**config.mk**
```make
export PLATFORM = sky130hd
export DESIGN_NAME = fan_loop_tuning_and_spinup
export DESIGN_NICKNAME = d
export VERILOG_FILES = /design/src/core/fan_loop_pkg.sv /design/src/core/update_ticker.sv /design/src/core/tach_glitch_filter.sv /design/src/core/fan_loop_tuning_and_spinup.sv
export SDC_FILE = /design/constraint.sdc
export NUM_CORES = 1
export LEC_CHECK = 0
export BUFFER_PORTS_ARGS = -buffer_cell sky130_fd_sc_hd__clkbuf_2
export CORE_MARGIN = 4
export CORE_UTILIZATION = 43
export CTS_BUF_LIST = sky130_fd_sc_hd__clkbuf_8
export DETAILED_ROUTE_END_ITERATION = 10
export MAX_ROUTING_LAYER = met4
export RECOVER_POWER = 50
export SLEW_MARGIN = 5
export SYNTH_ARGS = -nofsm -noshare
export SYNTH_HDL_FRONTEND = slang
export SYNTH_SLANG_ARGS = --single-unit
```
**constraint.sdc**
```tcl
create_clock -name CLK_SYS -period 16.9 [get_ports CLK_SYS]
set_clock_uncertainty 0.05 [all_clocks]
set_input_delay 3.38 -clock CLK_SYS [delete_from_list [all_inputs] [get_ports CLK_SYS]]
set_output_delay 3.38 -clock CLK_SYS [all_outputs]
set_load 0.01 [all_outputs]
```
**src/core/fan_loop_pkg.sv**
```systemverilog
// Shared constants, field layouts and types of the fan loop tuning and spin-up block
package fan_loop_pkg;

  // Register offsets, one set per fan
  localparam logic [7:0] OPT_FAN1_ADDR = 8'h33;
  localparam logic [7:0] GAIN_FAN1_ADDR = 8'h35;
  localparam logic [7:0] SPIN_FAN1_ADDR = 8'h36;
  localparam logic [7:0] OPT_FAN2_ADDR = 8'h43;
  localparam logic [7:0] GAIN_FAN2_ADDR = 8'h45;
  localparam logic [7:0] SPIN_FAN2_ADDR = 8'h46;

  // Reset values and writable-bit masks
  localparam logic [7:0] OPT_RESET = 8'h28;
  localparam logic [7:0] GAIN_RESET = 8'h2a;
  localparam logic [7:0] SPIN_RESET = 8'h19;
  localparam logic [7:0] OPT_MASK = 8'h7e;
  localparam logic [7:0] GAIN_MASK = 8'h3f;
  localparam logic [7:0] SPIN_MASK = 8'hff;

  // Timing: system clock rate and the base units of the selectable periods
  localparam int CLK_KHZ = 10000;
  localparam int UPDATE_UNIT_MS = 100;
  localparam int UPDATE_UNIT_CYCLES = UPDATE_UNIT_MS * CLK_KHZ;
  localparam int SPIN_UNIT_MS = 250;
  localparam int SPIN_UNIT_CYCLES = SPIN_UNIT_MS * CLK_KHZ;

  // Deadband widths in tach counts for the 50, 100 and 200 RPM windows
  localparam logic [15:0] WIN_50RPM_COUNT = 16'h0008;
  localparam logic [15:0] WIN_100RPM_COUNT = 16'h0010;
  localparam logic [15:0] WIN_200RPM_COUNT = 16'h0020;

  // Drive-fail window base (16 update periods), full drive code, loop scaling, filter length
  localparam logic [6:0] FAIL_BASE_PERIODS = 7'h10;
  localparam logic [7:0] DRIVE_FULL = 8'hff;
  localparam int LOOP_SHIFT = 4;
  localparam int FILTER_LEN = 4;

  typedef enum logic [1:0] {
    DER_NONE = 2'b00,
    DER_BASIC = 2'b01,
    DER_STEP = 2'b10,
    DER_BOTH = 2'b11
  } deriv_e;

  typedef enum logic [1:0] {
    ST_DIRECT = 2'b00,
    ST_KICK = 2'b01,
    ST_LEVEL = 2'b10,
    ST_RUN = 2'b11
  } spin_state_e;

  // Loop options register layout
  typedef struct packed {
    logic unused_hi;
    logic direct_ramp_limit_on;
    logic tach_noise_filter_on;
    deriv_e deriv_option_sel;
    logic [1:0] error_window_sel;
    logic unused_lo;
  } loop_opts_s;

  // PID gain register layout
  typedef struct packed {
    logic [1:0] unused_hi;
    logic [1:0] kd_select;
    logic [1:0] ki_select;
    logic [1:0] kp_select;
  } pid_gains_s;

  // Spin-up setup register layout
  typedef struct packed {
    logic [1:0] underdrive_window_sel;
    logic skip_full_kick;
    logic [2:0] spinup_drive_level;
    logic [1:0] spinup_duration_sel;
  } spinup_setup_s;

  // Register write strobe with its address and data
  typedef struct packed {
    logic en;
    logic [7:0] addr;
    logic [7:0] data;
  } reg_wr_s;

endpackage

```
**src/core/update_ticker.sv**
```systemverilog
// Update-period tick generator for the loop and ramp logic
`timescale 1ns/10ps
module update_ticker #(
  parameter int UNIT_CYCLES = fan_loop_pkg::UPDATE_UNIT_CYCLES
)(
  // Clock and reset
  input wire logic clk,
  input wire logic rst_b,
  // Period select and tick
  input wire logic [2:0] update_period_sel,
  output logic tick
);

  logic [31:0] count;
  logic [31:0] period;

  // Multiples of the 100 ms unit: 1,2,3,4,5,8,12,16
  function automatic logic [4:0] period_mult(input logic [2:0] sel);
    case (sel)
      3'h0: period_mult = 5'h01;
      3'h1: period_mult = 5'h02;
      3'h2: period_mult = 5'h03;
      3'h3: period_mult = 5'h04;
      3'h4: period_mult = 5'h05;
      3'h5: period_mult = 5'h08;
      3'h6: period_mult = 5'h0c;
      default: period_mult = 5'h10;
    endcase
  endfunction

  assign period = 32'(UNIT_CYCLES) * {27'h0, period_mult(update_period_sel)};

  // A shortened period restarts the count rather than waiting for a wrap
  always_ff @(posedge clk or negedge rst_b) begin
    if (!rst_b) begin
      count <= 32'h0;
      tick <= 1'b0;
    end else begin
      tick <= (count + 32'h1 >= period);
      count <= (count + 32'h1 >= period) ? 32'h0 : count + 32'h1;
    end
  end

endmodule

```
**src/core/tach_glitch_filter.sv**
```systemverilog
// Synchroniser and optional low-pass glitch filter for the rotation pulse pin
`timescale 1ns/10ps
module tach_glitch_filter #(
  parameter int LEN = fan_loop_pkg::FILTER_LEN
)(
  // Clock and reset
  input wire logic clk,
  input wire logic rst_b,
  // Pin, filter enable and cleaned output
  input wire logic rotation_pulse_in,
  input wire logic filter_on,
  output logic pulse_clean
);

  logic sync_a;
  logic sync_b;
  logic [7:0] run;
  logic differs;

  assign differs = (sync_b != pulse_clean);

  // Two flops before any logic looks at the pin
  always_ff @(posedge clk or negedge rst_b) begin
    if (!rst_b) begin
      sync_a <= 1'b0;
      sync_b <= 1'b0;
    end else begin
      sync_a <= rotation_pulse_in;
      sync_b <= sync_a;
    end
  end

  // A new level must hold LEN samples while the filter is on; with it off, short spikes pass straight to the output
  always_ff @(posedge clk or negedge rst_b) begin
    if (!rst_b) begin
      run <= 8'h0;
      pulse_clean <= 1'b0;
    end else if (!filter_on) begin
      run <= 8'h0;
      pulse_clean <= sync_b;
    end else if (!differs) begin
      run <= 8'h0;
    end else if (run + 8'h1 >= 8'(LEN)) begin
      run <= 8'h0;
      pulse_clean <= sync_b;
    end else begin
      run <= run + 8'h1;
    end
  end

endmodule

```
**src/core/fan_loop_tuning_and_spinup.sv**
```systemverilog
// Per-fan loop options, PID step computation, ramp limiting, drive-fail check and spin-up routine
`timescale 1ns/10ps

module fan_loop_tuning_and_spinup #(
  parameter int FAN_INDEX = 1,
  parameter int UPDATE_UNIT_CYCLES = fan_loop_pkg::UPDATE_UNIT_CYCLES,
  parameter int SPIN_UNIT_CYCLES = fan_loop_pkg::SPIN_UNIT_CYCLES
)(
  // Clock and reset
  input wire logic CLK_SYS,
  input wire logic RST_B,
  // Register port from the serial interface
  input wire fan_loop_pkg::reg_wr_s REG_WR,
  input wire logic [7:0] REG_RD_ADDR,
  output logic [7:0] REG_RDATA,
  input wire logic SW_LOCK,
  // Settings held by neighbouring blocks
  input wire logic SPEED_LOOP_ON,
  input wire logic [2:0] UPDATE_PERIOD_SEL,
  input wire logic [7:0] FAN_SETTING,
  input wire logic [5:0] MAX_STEP,
  input wire logic [12:0] TACH_READING,
  input wire logic [12:0] TACH_TARGET,
  input wire logic [12:0] VALID_TACH_COUNT,
  input wire logic [12:0] FAIL_BAND,
  // Fan pin and cleaned pulse
  input wire logic ROTATION_PULSE_IN,
  output logic ROTATION_PULSE_CLEAN,
  // Drive and events
  output logic [7:0] DRIVE_SETTING,
  output logic SPIN_ACTIVE,
  output logic SPINUP_FAIL_IRQ,
  output logic DRIVE_FAIL
);

  typedef logic signed [23:0] val_t;

  fan_loop_pkg::loop_opts_s loop_options;
  fan_loop_pkg::pid_gains_s pid_gains;
  fan_loop_pkg::spinup_setup_s spinup_setup;
  fan_loop_pkg::spin_state_e state;
  fan_loop_pkg::spin_state_e next_state;

  logic [7:0] opt_addr;
  logic [7:0] gain_addr;
  logic [7:0] spin_addr;
  logic hit_opt;
  logic hit_gain;
  logic hit_spin;
  logic [7:0] next_rdata;
  logic tick;
  logic [31:0] spin_timer;
  logic [31:0] spin_len;
  logic [31:0] kick_len;
  logic spin_done;
  logic kick_done;
  logic fan_started;
  logic stalled;
  val_t err0;
  val_t err1;
  val_t err2;
  val_t p_term;
  val_t i_term;
  val_t d_term;
  val_t capped_part;
  val_t free_part;
  val_t step_cap;
  logic in_window;
  logic use_basic;
  logic use_step;
  logic [7:0] loop_next;
  logic [7:0] ramp_next;
  logic [7:0] spin_level;
  logic [7:0] next_drive;
  logic [31:0] next_timer;
  logic spin_fail;
  logic restart;
  logic fail_cond;
  logic [6:0] fail_count;
  logic [6:0] fail_limit;

  // Saturate a signed value into the 8-bit drive range
  function automatic logic [7:0] sat8(input val_t v);
    if (v < 0) sat8 = 8'h00;
    else if (v > 24'sd255) sat8 = 8'hff;
    else sat8 = v[7:0];
  endfunction

  // Limit a signed change to plus or minus the step
  function automatic val_t clamp_step(input val_t v, input val_t step);
    if (v > step) clamp_step = step;
    else if (v < -step) clamp_step = -step;
    else clamp_step = v;
  endfunction

  // Spin level percent mapped onto the 0..255 drive scale
  function automatic logic [7:0] level_code(input logic [2:0] sel);
    logic [15:0] pct;
    pct = 16'd30 + 16'd5 * {13'h0, sel};
    level_code = 8'((pct * 16'd255 + 16'd50) / 16'd100);
  endfunction

  // Deadband width for the window select
  function automatic logic [15:0] window_count(input logic [1:0] sel);
    case (sel)
      2'b00: window_count = 16'h0000;
      2'b01: window_count = fan_loop_pkg::WIN_50RPM_COUNT;
      2'b10: window_count = fan_loop_pkg::WIN_100RPM_COUNT;
      default: window_count = fan_loop_pkg::WIN_200RPM_COUNT;
    endcase
  endfunction

  // Address decode for this fan's copy of the registers
  assign opt_addr = (FAN_INDEX == 2) ? fan_loop_pkg::OPT_FAN2_ADDR : fan_loop_pkg::OPT_FAN1_ADDR;
  assign gain_addr = (FAN_INDEX == 2) ? fan_loop_pkg::GAIN_FAN2_ADDR : fan_loop_pkg::GAIN_FAN1_ADDR;
  assign spin_addr = (FAN_INDEX == 2) ? fan_loop_pkg::SPIN_FAN2_ADDR : fan_loop_pkg::SPIN_FAN1_ADDR;
  assign hit_opt = REG_WR.en && (REG_WR.addr == opt_addr);
  assign hit_gain = REG_WR.en && (REG_WR.addr == gain_addr);
  assign hit_spin = REG_WR.en && (REG_WR.addr == spin_addr) && !SW_LOCK;

  // Register stores; masks keep unused bits at zero
  always_ff @(posedge CLK_SYS or negedge RST_B) begin
    if (!RST_B) begin
      loop_options <= fan_loop_pkg::loop_opts_s'(fan_loop_pkg::OPT_RESET);
      pid_gains <= fan_loop_pkg::pid_gains_s'(fan_loop_pkg::GAIN_RESET);
      spinup_setup <= fan_loop_pkg::spinup_setup_s'(fan_loop_pkg::SPIN_RESET);
    end else begin
      if (hit_opt) loop_options <= fan_loop_pkg::loop_opts_s'(REG_WR.data & fan_loop_pkg::OPT_MASK);
      if (hit_gain) pid_gains <= fan_loop_pkg::pid_gains_s'(REG_WR.data & fan_loop_pkg::GAIN_MASK);
      if (hit_spin) spinup_setup <= fan_loop_pkg::spinup_setup_s'(REG_WR.data & fan_loop_pkg::SPIN_MASK);
    end
  end

  // Read selection; other addresses answer zero
  assign next_rdata = (REG_RD_ADDR == opt_addr) ? 8'(loop_options) :
                      (REG_RD_ADDR == gain_addr) ? 8'(pid_gains) :
                      (REG_RD_ADDR == spin_addr) ? 8'(spinup_setup) : 8'h00;

  always_ff @(posedge CLK_SYS or negedge RST_B) begin
    if (!RST_B) REG_RDATA <= 8'h00;
    else REG_RDATA <= next_rdata;
  end

  // Pin conditioning and update pacing
  tach_glitch_filter u_filter (
    .clk(CLK_SYS),
    .rst_b(RST_B),
    .rotation_pulse_in(ROTATION_PULSE_IN),
    .filter_on(loop_options.tach_noise_filter_on),
    .pulse_clean(ROTATION_PULSE_CLEAN)
  );

  update_ticker #(
    .UNIT_CYCLES(UPDATE_UNIT_CYCLES)
  ) u_ticker (
    .clk(CLK_SYS),
    .rst_b(RST_B),
    .update_period_sel(UPDATE_PERIOD_SEL),
    .tick(tick)
  );

  // Error terms: a larger tach count means a slower fan, so positive error asks for more drive
  assign err0 = val_t'({11'h0, TACH_READING}) - val_t'({11'h0, TACH_TARGET});
  assign p_term = (err0 - err1) <<< pid_gains.kp_select;
  assign i_term = err0 <<< pid_gains.ki_select;
  assign d_term = (err0 - (err1 <<< 1) + err2) <<< pid_gains.kd_select;
  assign in_window = (err0 < 0 ? -err0 : err0) <= val_t'({8'h0, window_count(loop_options.error_window_sel)});

  // Derivative routing: the basic share is capped with P and I, the step share is not
  assign use_basic = loop_options.deriv_option_sel[0];
  assign use_step = loop_options.deriv_option_sel[1];
  assign step_cap = val_t'({18'h0, MAX_STEP});
  assign capped_part = clamp_step((p_term + i_term + (use_basic ? d_term : 24'sd0)) >>> fan_loop_pkg::LOOP_SHIFT,
                                  step_cap);
  assign free_part = use_step ? (d_term >>> fan_loop_pkg::LOOP_SHIFT) : 24'sd0;
  assign loop_next = sat8(val_t'({16'h0, DRIVE_SETTING}) + capped_part + free_part);

  // Direct-mode ramp toward the written setting
  assign ramp_next = sat8(val_t'({16'h0, DRIVE_SETTING})
                          + clamp_step(val_t'({16'h0, FAN_SETTING}) - val_t'({16'h0, DRIVE_SETTING}), step_cap));

  // Spin-up timing
  assign spin_len = 32'(SPIN_UNIT_CYCLES) << spinup_setup.spinup_duration_sel;
  assign kick_len = spin_len >> 2;
  assign spin_done = (spin_timer + 32'h1 >= spin_len);
  assign kick_done = (spin_timer + 32'h1 >= kick_len);
  assign spin_level = level_code(spinup_setup.spinup_drive_level);
  assign fan_started = (TACH_READING <= VALID_TACH_COUNT);
  assign stalled = !fan_started;
  assign spin_fail = (state == fan_loop_pkg::ST_LEVEL) && spin_done && !fan_started;
  assign restart = spinup_setup.skip_full_kick; // Picks the first spin phase

  // Spin-up and loop sequencing
  always_comb begin
    next_state = state;
    next_drive = DRIVE_SETTING;
    next_timer = spin_timer + 32'h1;
    case (state)
      fan_loop_pkg::ST_DIRECT: begin
        next_timer = 32'h0;
        if (SPEED_LOOP_ON) begin
          next_state = restart ? fan_loop_pkg::ST_LEVEL : fan_loop_pkg::ST_KICK;
        end else if (!loop_options.direct_ramp_limit_on) begin
          next_drive = FAN_SETTING;
        end else if (tick) begin
          next_drive = ramp_next;
        end
      end
      fan_loop_pkg::ST_KICK: begin
        next_drive = fan_loop_pkg::DRIVE_FULL;
        if (kick_done) next_state = fan_loop_pkg::ST_LEVEL;
      end
      fan_loop_pkg::ST_LEVEL: begin
        next_drive = spin_level;
        if (spin_done) begin
          next_timer = 32'h0;
          if (fan_started) next_state = fan_loop_pkg::ST_RUN;
          else next_state = restart ? fan_loop_pkg::ST_LEVEL : fan_loop_pkg::ST_KICK;
        end
      end
      default: begin
        next_timer = 32'h0;
        if (stalled) next_state = restart ? fan_loop_pkg::ST_LEVEL : fan_loop_pkg::ST_KICK;
        else if (tick && !in_window) next_drive = loop_next;
      end
    endcase
    if (!SPEED_LOOP_ON && state != fan_loop_pkg::ST_DIRECT) begin
      next_state = fan_loop_pkg::ST_DIRECT;
      next_timer = 32'h0;
    end
  end

  always_ff @(posedge CLK_SYS or negedge RST_B) begin
    if (!RST_B) begin
      state <= fan_loop_pkg::ST_DIRECT;
      spin_timer <= 32'h0;
      DRIVE_SETTING <= 8'h00;
      SPINUP_FAIL_IRQ <= 1'b0;
    end else begin
      state <= next_state;
      spin_timer <= next_timer;
      DRIVE_SETTING <= next_drive;
      SPINUP_FAIL_IRQ <= spin_fail && SPEED_LOOP_ON;
    end
  end

  assign SPIN_ACTIVE = (state == fan_loop_pkg::ST_KICK) || (state == fan_loop_pkg::ST_LEVEL);

  // Error history advances every update even inside the deadband
  always_ff @(posedge CLK_SYS or negedge RST_B) begin
    if (!RST_B) begin
      err1 <= 24'sd0;
      err2 <= 24'sd0;
    end else if (state != fan_loop_pkg::ST_RUN) begin
      err1 <= 24'sd0;
      err2 <= 24'sd0;
    end else if (tick) begin
      err1 <= err0;
      err2 <= err1;
    end
  end

  // Drive-fail: full drive yet slower than target less the band
  assign fail_cond = (state == fan_loop_pkg::ST_RUN) && (DRIVE_SETTING == fan_loop_pkg::DRIVE_FULL)
                     && ({1'b0, TACH_READING} > {1'b0, TACH_TARGET} + {1'b0, FAIL_BAND});
  assign fail_limit = (spinup_setup.underdrive_window_sel == 2'b00) ? 7'h00 :
                      7'(fan_loop_pkg::FAIL_BASE_PERIODS << (spinup_setup.underdrive_window_sel - 2'b01));

  // Status holds until the loop drops out of closed-loop running
  always_ff @(posedge CLK_SYS or negedge RST_B) begin
    if (!RST_B) begin
      fail_count <= 7'h00;
      DRIVE_FAIL <= 1'b0;
    end else if (!fail_cond || fail_limit == 7'h00) begin
      fail_count <= 7'h00;
      if (state != fan_loop_pkg::ST_RUN) DRIVE_FAIL <= 1'b0;
    end else if (tick) begin
      if (fail_count + 7'h01 >= fail_limit) DRIVE_FAIL <= 1'b1;
      else fail_count <= fail_count + 7'h01;
    end
  end

endmodule

```
==> impl_metrics.tcl, run 1 <==
set metrics [dict create \
    path_max_fanout 9 \
    syn_avg_cell_area_um2 8.44 \
    root_buffer "clkbuf_8" \
    htreeDepth 4 \
    clk_path_buf_depth 2 \
    drive_above_1_share 0.140 \
    syn-cell-area_um2 22200 \
    setup_viol 0 \
    maxSlewHeadroom -2.22 \
    grt_usage 0.218 \
    fp.dieH_um 235 \
    grt_pass1_vias 18800 \
    gp_congestion 0.925 \
    yosys_most_used_dff "dfrtp_1" \
    syn2layout_area_growth_pct 11.4 \
    r2r_slack_ps 4070 \
    route.detailed.drc 0 \
    synth_top_area_share 0.196 \
    antenna_found_initial 1 \
    yosysTopAreaCell "ha_1" \
    synth_seq_area_share 0.171 \
    path_common_cell "a21oi_2" \
    synthCells 2627 \
    drv_cap 2 \
    ys_warn_count 0 \
    core-area_um2 50600 \
    drt-initial-drc-count 1004 \
    cts-hold-fix-buffers 0 \
    hold_path_class "flip-flop to flip-flop" \
    ant_nets 0 \
    cp_top_family "compound AO/OA/AOI/OAI gates" \
    clk_pin_slew_ps 100 \
    firstDrtPassIters 5 \
    start_util 0.438 \
    post-route-period-util 0.952 \
    globalRouteOverflowTotal 0 \
    critPathLaunchType "primary input" \
    violations "capacitance limit, slew limit" \
    ios 119 \
    maxSlewViolCount 154 \
    wire_per_inst_um 17.3 \
    endpoint_kind "flip-flop" \
    synthTopCellsByArea "ha_1 (20%), dfrtp_1 (16%), fa_1 (6.6%)" \
    max_slew.worst_pin.slew_ps 4830 \
    port_buffers 118 \
    setup_tns_ps 0 \
    yosysUniqueCellTypes 112 \
    max_freq_ghz 0.0622 \
    worstSetupPathType "primary input to flip-flop" \
    finalHoldViolCount 0 \
    finalCriticalPeriod_ps 16090 \
    clock_sinks 151 \
    dieArea_um2 55200 \
    hpwl_mm 49.6 \
    async_flop_share 1.00 \
    final_cell_mix "ha_1 (346), inv_1 (266), nor2_1 (179)" \
    status "complete, but fails checks" \
    worstSkewPairLatency_ps 550 \
    cts_tree "done" \
    required_ps 17290 \
    fin_nets 3318 \
    worstPathArrival_ps 16480 \
    holdWs_ps 311 \
    path_buf_inv 9 \
    grt_pass1_wl_mm 97.1 \
    synth-edff-count 0 \
    synth_seq_cells 151 \
    num_vias 19200 \
    via_per_inst 5.51 \
    cts-buffers-inserted 17 \
    routed_wirelength_mm 60.1 \
    grt_max_degree 87 \
    std_cell_rows 82 \
    crit_slowest_cell "fa_1" \
    max_stage_delay_ps 530 \
    die_w_um 235 \
    layout_commonest_cell "ha_1" \
]
per-stage QoR:
stage	std cells	instance area (um2)	utilization	setup slack (ps)
2_1_floorplan	2639	22200	-	432
3_5_place_dp	3448	24000	0.475	-387
3_3_place_gp	3448	24000	0.475	63.9
4_1_cts	3480	24400	0.483	150
5_1_grt	3485	24700	0.488	-121
6_report	3485	24700	0.488	812
per-layer routing:
layer  global-route usage  vias up  part of all wire
met5                    -        -                 0
met3               0.0334       81             0.039
met4               0.0666        0             0.028
met2                0.335      382              0.45
met1                0.298     9191              0.48
li1                     -     9540                 -
cells in the mapped netlist, types with 36 or more instances:
library cell    n
ha_1          347
inv_1         266
a21oi_1       193
nor2_1        179
nand2_1       177
dfrtp_1       143
xnor2_1       128
nor2b_1       109
o21ai_0       101
mux2i_1        81
fa_1           73
xor2_1         70
a21o_1         60
nand2b_1       55
clkbuf_1       51
mux2_2         49
o21bai_1       49
nand3_1        46
nand4_1        36
path summary, 6_finish.rpt:
check,from,endpoint,cells after the start
worst min-delay path,u_filter.sync_a$_DFF_PN0_,u_filter.sync_b$_DFF_PN0_,0
max in group asynchronous,RST_B,DRIVE_SETTING[7]$_DFFE_PN0P_,2
min in group asynchronous,RST_B,spin_timer[7]$_DFF_PN0_,1
worst max register to register,spinup_setup[2]$_DFFE_PN0P_,DRIVE_SETTING[0]$_DFFE_PN0P_,39
worst min register to register,u_filter.sync_a$_DFF_PN0_,u_filter.sync_b$_DFF_PN0_,0
worst max-delay path,TACH_READING[0],DRIVE_SETTING[0]$_DFFE_PN0P_,80
area by class of cell:
type                       count  area, um2
fill                        4854      25900
timing repair buffer         206       1230
antenna                        1       2.50
sequential                   151       3790
inverter                     269       1010
multi-input combinational   2154      17400
tap                          672        841
clock inverter                14        158
clock buffer                  18        248
worst register-to-register path: cells and delay by family (launching register included):
family | cells | cell delay (ps)
AO/OA/AOI/OAI | 12 | 4100
adder cells (fa/ha/maj) | 8 | 3200
AND/OR/NAND/NOR | 8 | 1900
XOR/XNOR | 3 | 1080
multiplexers | 3 | 970
flip-flops | 1 | 800
buffers and inverters | 5 | 640
logic make-up (layout without fill, tap and decap cells):
family / after synthesis / after routing / share of synthesized area
and+or+nand+nor: 777 / 777 / 0.181
muxes: 135 / 135 / 0.0660
other: 2 / 15 / 0.000339
xor gates and xnor gates: 201 / 201 / 0.0804
AOI/OAI and AO/OA: 607 / 607 / 0.182
adders and majority gates: 420 / 420 / 0.262
DFF: 151 / 151 / 0.171
buffers and inverters: 334 / 507 / 0.0576
registers in the layout (all words and copies together), names as in the netlist:
name,flops
spin_timer,32
u_ticker.count,32
err1,14
err2,14
DRIVE_SETTING,8
REG_RDATA,8
u_filter.run,8
fail_count,7
spinup_setup,7
loop_options,6
pid_gains,6
state,2
DRIVE_FAIL,1
SPINUP_FAIL_IRQ,1
restart,1
u_filter.pulse_clean,1
u_filter.sync_a,1
u_filter.sync_b,1
u_ticker.tick,1
repair_timing:
action	4_1_cts	5_1_grt
setup buffers	0	4
resized for setup	0	59
setup endpoints to repair	0	8
Power of run 1 is not shown: default switching activity piles up to over one toggle a cycle in this logic, so the estimate is an artifact.
==> inputs of run 2 (changes only) <==
--- a/config.mk
+++ b/config.mk
@@ -6,6 +6,7 @@
 export NUM_CORES = 1
 export LEC_CHECK = 0
 export BUFFER_PORTS_ARGS = -buffer_cell sky130_fd_sc_hd__clkbuf_2
+export CORE_ASPECT_RATIO = 1.1
 export CORE_MARGIN = 4
 export CORE_UTILIZATION = 43
 export CTS_BUF_LIST = sky130_fd_sc_hd__clkbuf_8
==> run 2 against run 1 <==
Net effect: the run still ends with capacitance limit, slew limit left; die area about the same; sequential cell count stayed put; sequential share of layout area increased by 0.20 points; register-to-register slack improved by 30 ps; hold slack lost 0.93 ps; worst setup slack better by 52 ps; critical path type unchanged.
==> impl_metrics.tcl, run 2 (synthesized netlist as in run 1, its figures left out) <==
set metrics [dict create \
    status "complete, but fails checks" \
    violations "capacitance limit, slew limit" \
    use_met2 0.396 \
    cp_top_family "compound AO/OA/AOI/OAI gates" \
    endpoint_kind "flip-flop" \
    routed_wirelength_mm 60.7 \
    hpwl_mm 50.2 \
    grt_usage 0.226 \
    max_freq_ghz 0.0624 \
    cts-hold-fix-buffers 0 \
    wire_per_inst_um 17.6 \
    finalCriticalPeriod_ps 16040 \
    cts-buffers-inserted 17 \
    core-area_um2 51200 \
    grtUsageMet3 0.0231 \
    clk_pin_slew_ps 100 \
    post-route-util 0.476 \
    worstSetupPathType "primary input to flip-flop" \
    setup_viol 0 \
    hold_path_class "flip-flop to flip-flop" \
    path_common_cell "o21bai_1" \
    via_per_inst 5.54 \
    grt_pass1_wl_mm 99.2 \
    std_cell_rows 87 \
    crit_slowest_cell "fa_1" \
    maxSlewHeadroom -2.00 \
    grt_max_degree 77 \
    num_vias 19100 \
    maxSlewViolCount 154 \
    gp_congestion 0.974 \
    finalHoldViolCount 0 \
    syn2layout_area_growth_pct 9.98 \
    critPathLaunchType "primary input" \
    start_util 0.433 \
    globalRouteOverflowTotal 0 \
    port_buffers 118 \
    grt_pass1_vias 19400 \
    setup_tns_ps 0 \
    root_buffer "clkbuf_8" \
    fillers 5024 \
    layout_commonest_cell "ha_1" \
    max_slew.worst_pin.slew_ps 4500 \
    firstDrtPassIters 5 \
    drive_above_1_share 0.125 \
    dpl.cell_count 3407 \
    grt_use_met1 0.274 \
    grt.busiest_layer "met2" \
    antenna_found_initial 3 \
    post-route-period-util 0.949 \
    top_regs "spin_timer: 32 flops, u_ticker.count: 32 flops" \
    path_max_fanout 8 \
    route.detailed.drc 0 \
    fin_area_um2 24400 \
    fin_cells 3446 \
    drv_cap 2 \
    ant_nets 0 \
    fp.dieH_um 246 \
    required_ps 17250 \
    dpl_cell_area_um2 23800 \
    ios 119 \
    clk_path_buf_depth 2 \
    final_cell_mix "ha_1 (347), inv_1 (266), nor2_1 (178)" \
    max_stage_delay_ps 490 \
    clock_sinks 151 \
    path_buf_inv 9 \
    worstPathArrival_ps 16390 \
    htreeDepth 4 \
    fin_nets 3283 \
    die_w_um 224 \
    dieArea_um2 55200 \
    drt-initial-drc-count 1028 \
    worstSkewPairLatency_ps 510 \
    cts_tree "done" \
]
run 2: cell types whose count changed in the layout (fill, tap and decap cells not counted), moves of 3 or more:
| cell | change |
|---|---|
| xnor2_2 | -3 |
| clkinv_8 | -4 |
| xnor2_1 | +3 |
| clkbuf_2 | -3 |
| clkbuf_1 | +5 |
| buf_4 | -36 |
| clkinv_4 | +3 |
run 2: path summary, 6_finish.rpt:
path                                             start                           end  slack, ps  cells past startpoint
max                                    TACH_READING[0]  DRIVE_SETTING[0]$_DFFE_PN0P_        860                     77
min                          u_filter.sync_a$_DFF_PN0_     u_filter.sync_b$_DFF_PN0_        310                      0
max reg2reg                spinup_setup[3]$_DFFE_PN1P_  DRIVE_SETTING[1]$_DFFE_PN0P_       4100                     39
min reg2reg                  u_filter.sync_a$_DFF_PN0_     u_filter.sync_b$_DFF_PN0_        310                      0
max in group asynchronous                        RST_B       u_ticker.tick$_DFF_PN0_       6760                      2
min in group asynchronous                        RST_B  DRIVE_SETTING[5]$_DFFE_PN0P_       4390                      1
run 2: what timing repair did:
item	CTS	global route
hold endpoints to repair	0	0
resized for setup	0	50
endpoints found under the setup margin	0	8
setup buffers	0	5
run 2: worst reg2reg max path: cells and delay by family (launching register included):
kind | cells | cell delay, ps
adders and majority gates | 8 | 3210
AOI/OAI and AO/OA | 14 | 4520
and+or+nand+nor | 9 | 2610
DFF | 1 | 690
xor gates and xnor gates | 2 | 640
buffers and inverters | 5 | 620
muxes | 1 | 360
run 2: through the flow:
stage                     setup slack [ps]  hold WS, ps
final                                  864          310
after floorplan                        432          281
after detailed placement              -253          296
after global routing                 -99.8          326
after CTS                              254          318
after global placement                60.8          295
run 2: layout make-up:
class / count / area [um2] / share of cell area
Tap cell: 667 / 835 / 0.0342
Clock buffer: 20 / 275 / 0.0113
Antenna cell: 2 / 5.00 / 0.000205
Inverter: 269 / 1010 / 0.0414
Timing Repair Buffer: 171 / 950 / 0.0390
Clock inverter: 12 / 155 / 0.00636
Multi-Input combinational cell: 2154 / 17400 / 0.712
Sequential cell: 151 / 3790 / 0.155
run 2: per-layer routing:
metal / part of all wire / vias to the layer above
met1: 0.44 / 9159
li1: - / 9461
met3: 0.028 / 102
met2: 0.50 / 370
met4: 0.034 / 0
met5: 0 / -
Power of run 2 is left out for the same reason.
==> inputs of run 3 (changes only) <==
--- a/config.mk
+++ b/config.mk
@@ -10,9 +10,10 @@
 export CORE_MARGIN = 4
 export CORE_UTILIZATION = 43
 export CTS_BUF_LIST = sky130_fd_sc_hd__clkbuf_8
+export CTS_CLUSTER_DIAMETER = 200
 export DETAILED_ROUTE_END_ITERATION = 10
 export MAX_ROUTING_LAYER = met4
-export RECOVER_POWER = 50
+export RECOVER_POWER = 100
 export SLEW_MARGIN = 5
 export SYNTH_ARGS = -nofsm -noshare
 export SYNTH_HDL_FRONTEND = slang
==> run 3 against run 2 <==
Net effect: the flow still finishes with violations (capacitance limit, slew limit); global-route usage unchanged; register-to-register slack got worse by 30 ps; design area decreased by 0.15%; sequential cell count unchanged; largest cell class unchanged.
==> impl_metrics.tcl, run 3 (synthesized netlist as in run 1, its figures left out) <==
set metrics [dict create \
    hold_path_class "flip-flop to flip-flop" \
    grt_usage 0.226 \
    grt_pass1_wl_mm 99.2 \
    path_common_cell "a21oi_2" \
    route.detailed.drc 0 \
    clock_sinks 151 \
    whs_path_depth 0 \
    multiInputGateArea_um2 17400 \
    required_ps 17250 \
    ant_nets 0 \
    firstDrtPassIters 5 \
    via_per_inst 5.55 \
    endpoint_kind "flip-flop" \
    gp_congestion 0.974 \
    routed_wirelength_mm 60.8 \
    port_buffers 118 \
    globalRouteOverflowTotal 0 \
    cts-hold-fix-buffers 0 \
    fin_nets 3283 \
    maxSlewHeadroom -2.00 \
    r2r_cells 39 \
    r2r_slack_ps 4070 \
    antenna_found_initial 3 \
    r2r_start "spinup_setup[3]$_DFFE_PN1P_" \
    start_util 0.433 \
    violations "capacitance limit, slew limit" \
    fp.dieH_um 246 \
    drive_above_1_share 0.119 \
    num_vias 19100 \
    finalCriticalPeriod_ps 16050 \
    final_cell_mix "ha_1 (347), inv_1 (266), nor2_1 (178)" \
    seqCellArea_um2 3790 \
    fillers 5030 \
    root_buffer "clkbuf_8" \
    cts_tree "done" \
    drt-initial-drc-count 1012 \
    r2r_end "DRIVE_SETTING[0]$_DFFE_PN0P_" \
    ios 119 \
    post-route-period-util 0.950 \
    die_w_um 224 \
    wire_per_inst_um 17.6 \
    worstHoldEndpoint "u_filter.sync_b$_DFF_PN0_" \
    finalHoldViolCount 0 \
    worstSkewPairLatency_ps 510 \
    worstHoldStart "u_filter.sync_a$_DFF_PN0_" \
    clk_path_buf_depth 2 \
    setup_tns_ps 0 \
    setup_viol 0 \
    max_freq_ghz 0.0623 \
    max_slew.worst_pin.slew_ps 4490 \
    maxSlewViolCount 154 \
    grt_pass1_vias 19400 \
    drv_cap 2 \
    top_regs "spin_timer: 32 flops, u_ticker.count: 32 flops" \
    cts-buffers-inserted 17 \
    status "complete, but fails checks" \
    crit_slowest_cell "fa_1" \
    hpwl_mm 50.2 \
    path_max_fanout 8 \
    layout_commonest_cell "ha_1" \
    critPathLaunchType "primary input" \
    dieArea_um2 55200 \
    core-area_um2 51200 \
    std_cell_rows 87 \
    clk_pin_slew_ps 100 \
    max_stage_delay_ps 470 \
    htreeDepth 4 \
    syn2layout_area_growth_pct 9.82 \
    grt_max_degree 77 \
    worstSetupPathType "primary input to flip-flop" \
    worstPathArrival_ps 16400 \
]
-- run 3: changes by cell type in the layout (fill, tap and decap cells not counted) --
cell	delta
o21ai_0	+1
buf_4	-8
diode_2	+1
clkbuf_2	-7
clkbuf_1	+15
o21ai_1	-1
-- run 3: final cells by class --
type                       instances  share of cell area
antenna                            3            0.000308
clock inverter                    12             0.00637
sequential                       151               0.156
tap                              667              0.0343
multi-input combinational       2154               0.713
inverter                         269              0.0415
clock buffer                      20              0.0113
timing repair buffer             171              0.0374
-- run 3: timing repair --
action	4_1_cts	5_1_grt
gates resized for setup	0	50
buffers inserted	0	5
endpoints found under the setup margin	0	8
-- run 3: stage by stage --
stage          utilization  setup WS [ps]  cell area [um2]  hold slack (ps)  cells
2_1_floorplan            -            432            22200              281   2639
3_3_place_gp         0.464           60.8            23800              295   3407
3_5_place_dp         0.464           -253            23800              296   3407
4_1_cts              0.473            254            24200              318   3439
5_1_grt              0.476          -99.9            24300              326   3446
6_report             0.476            847            24300              313   3447
-- run 3: per-layer routing --
metal / vias up / track usage / part of all wire
li1: 9465 / - / -
met1: 9158 / 0.274 / 0.44
met2: 388 / 0.396 / 0.50
met3: 107 / 0.0231 / 0.028
met4: 0 / 0.0742 / 0.034
met5: - / - / 0
-- run 3: critical path, delay by kind of cell --
kind / cells / cell delay [ps]
AO/OA/AOI/OAI: 41 / 6720
XOR/XNOR: 3 / 550
adder cells (fa/ha/maj): 8 / 2740
buffers and inverters: 10 / 1330
multiplexers: 2 / 460
AND/OR/NAND/NOR: 9 / 1170
-- run 3: worst max-delay path by stage --
| stage | from | end | depth (start not counted) |
|---|---|---|---|
| floorplan | TACH_READING[0] | DRIVE_SETTING[0]$_DFFE_PN0P_ | 73 |
| global placement | TACH_READING[0] | DRIVE_SETTING[0]$_DFFE_PN0P_ | 73 |
| detailed placement | TACH_READING[0] | DRIVE_SETTING[0]$_DFFE_PN0P_ | 73 |
| CTS | TACH_READING[0] | DRIVE_SETTING[0]$_DFFE_PN0P_ | 72 |
| global route | TACH_READING[0] | DRIVE_SETTING[0]$_DFFE_PN0P_ | 77 |
| finish | TACH_READING[0] | DRIVE_SETTING[0]$_DFFE_PN0P_ | 73 |
Power of run 3 is left out for the same reason.
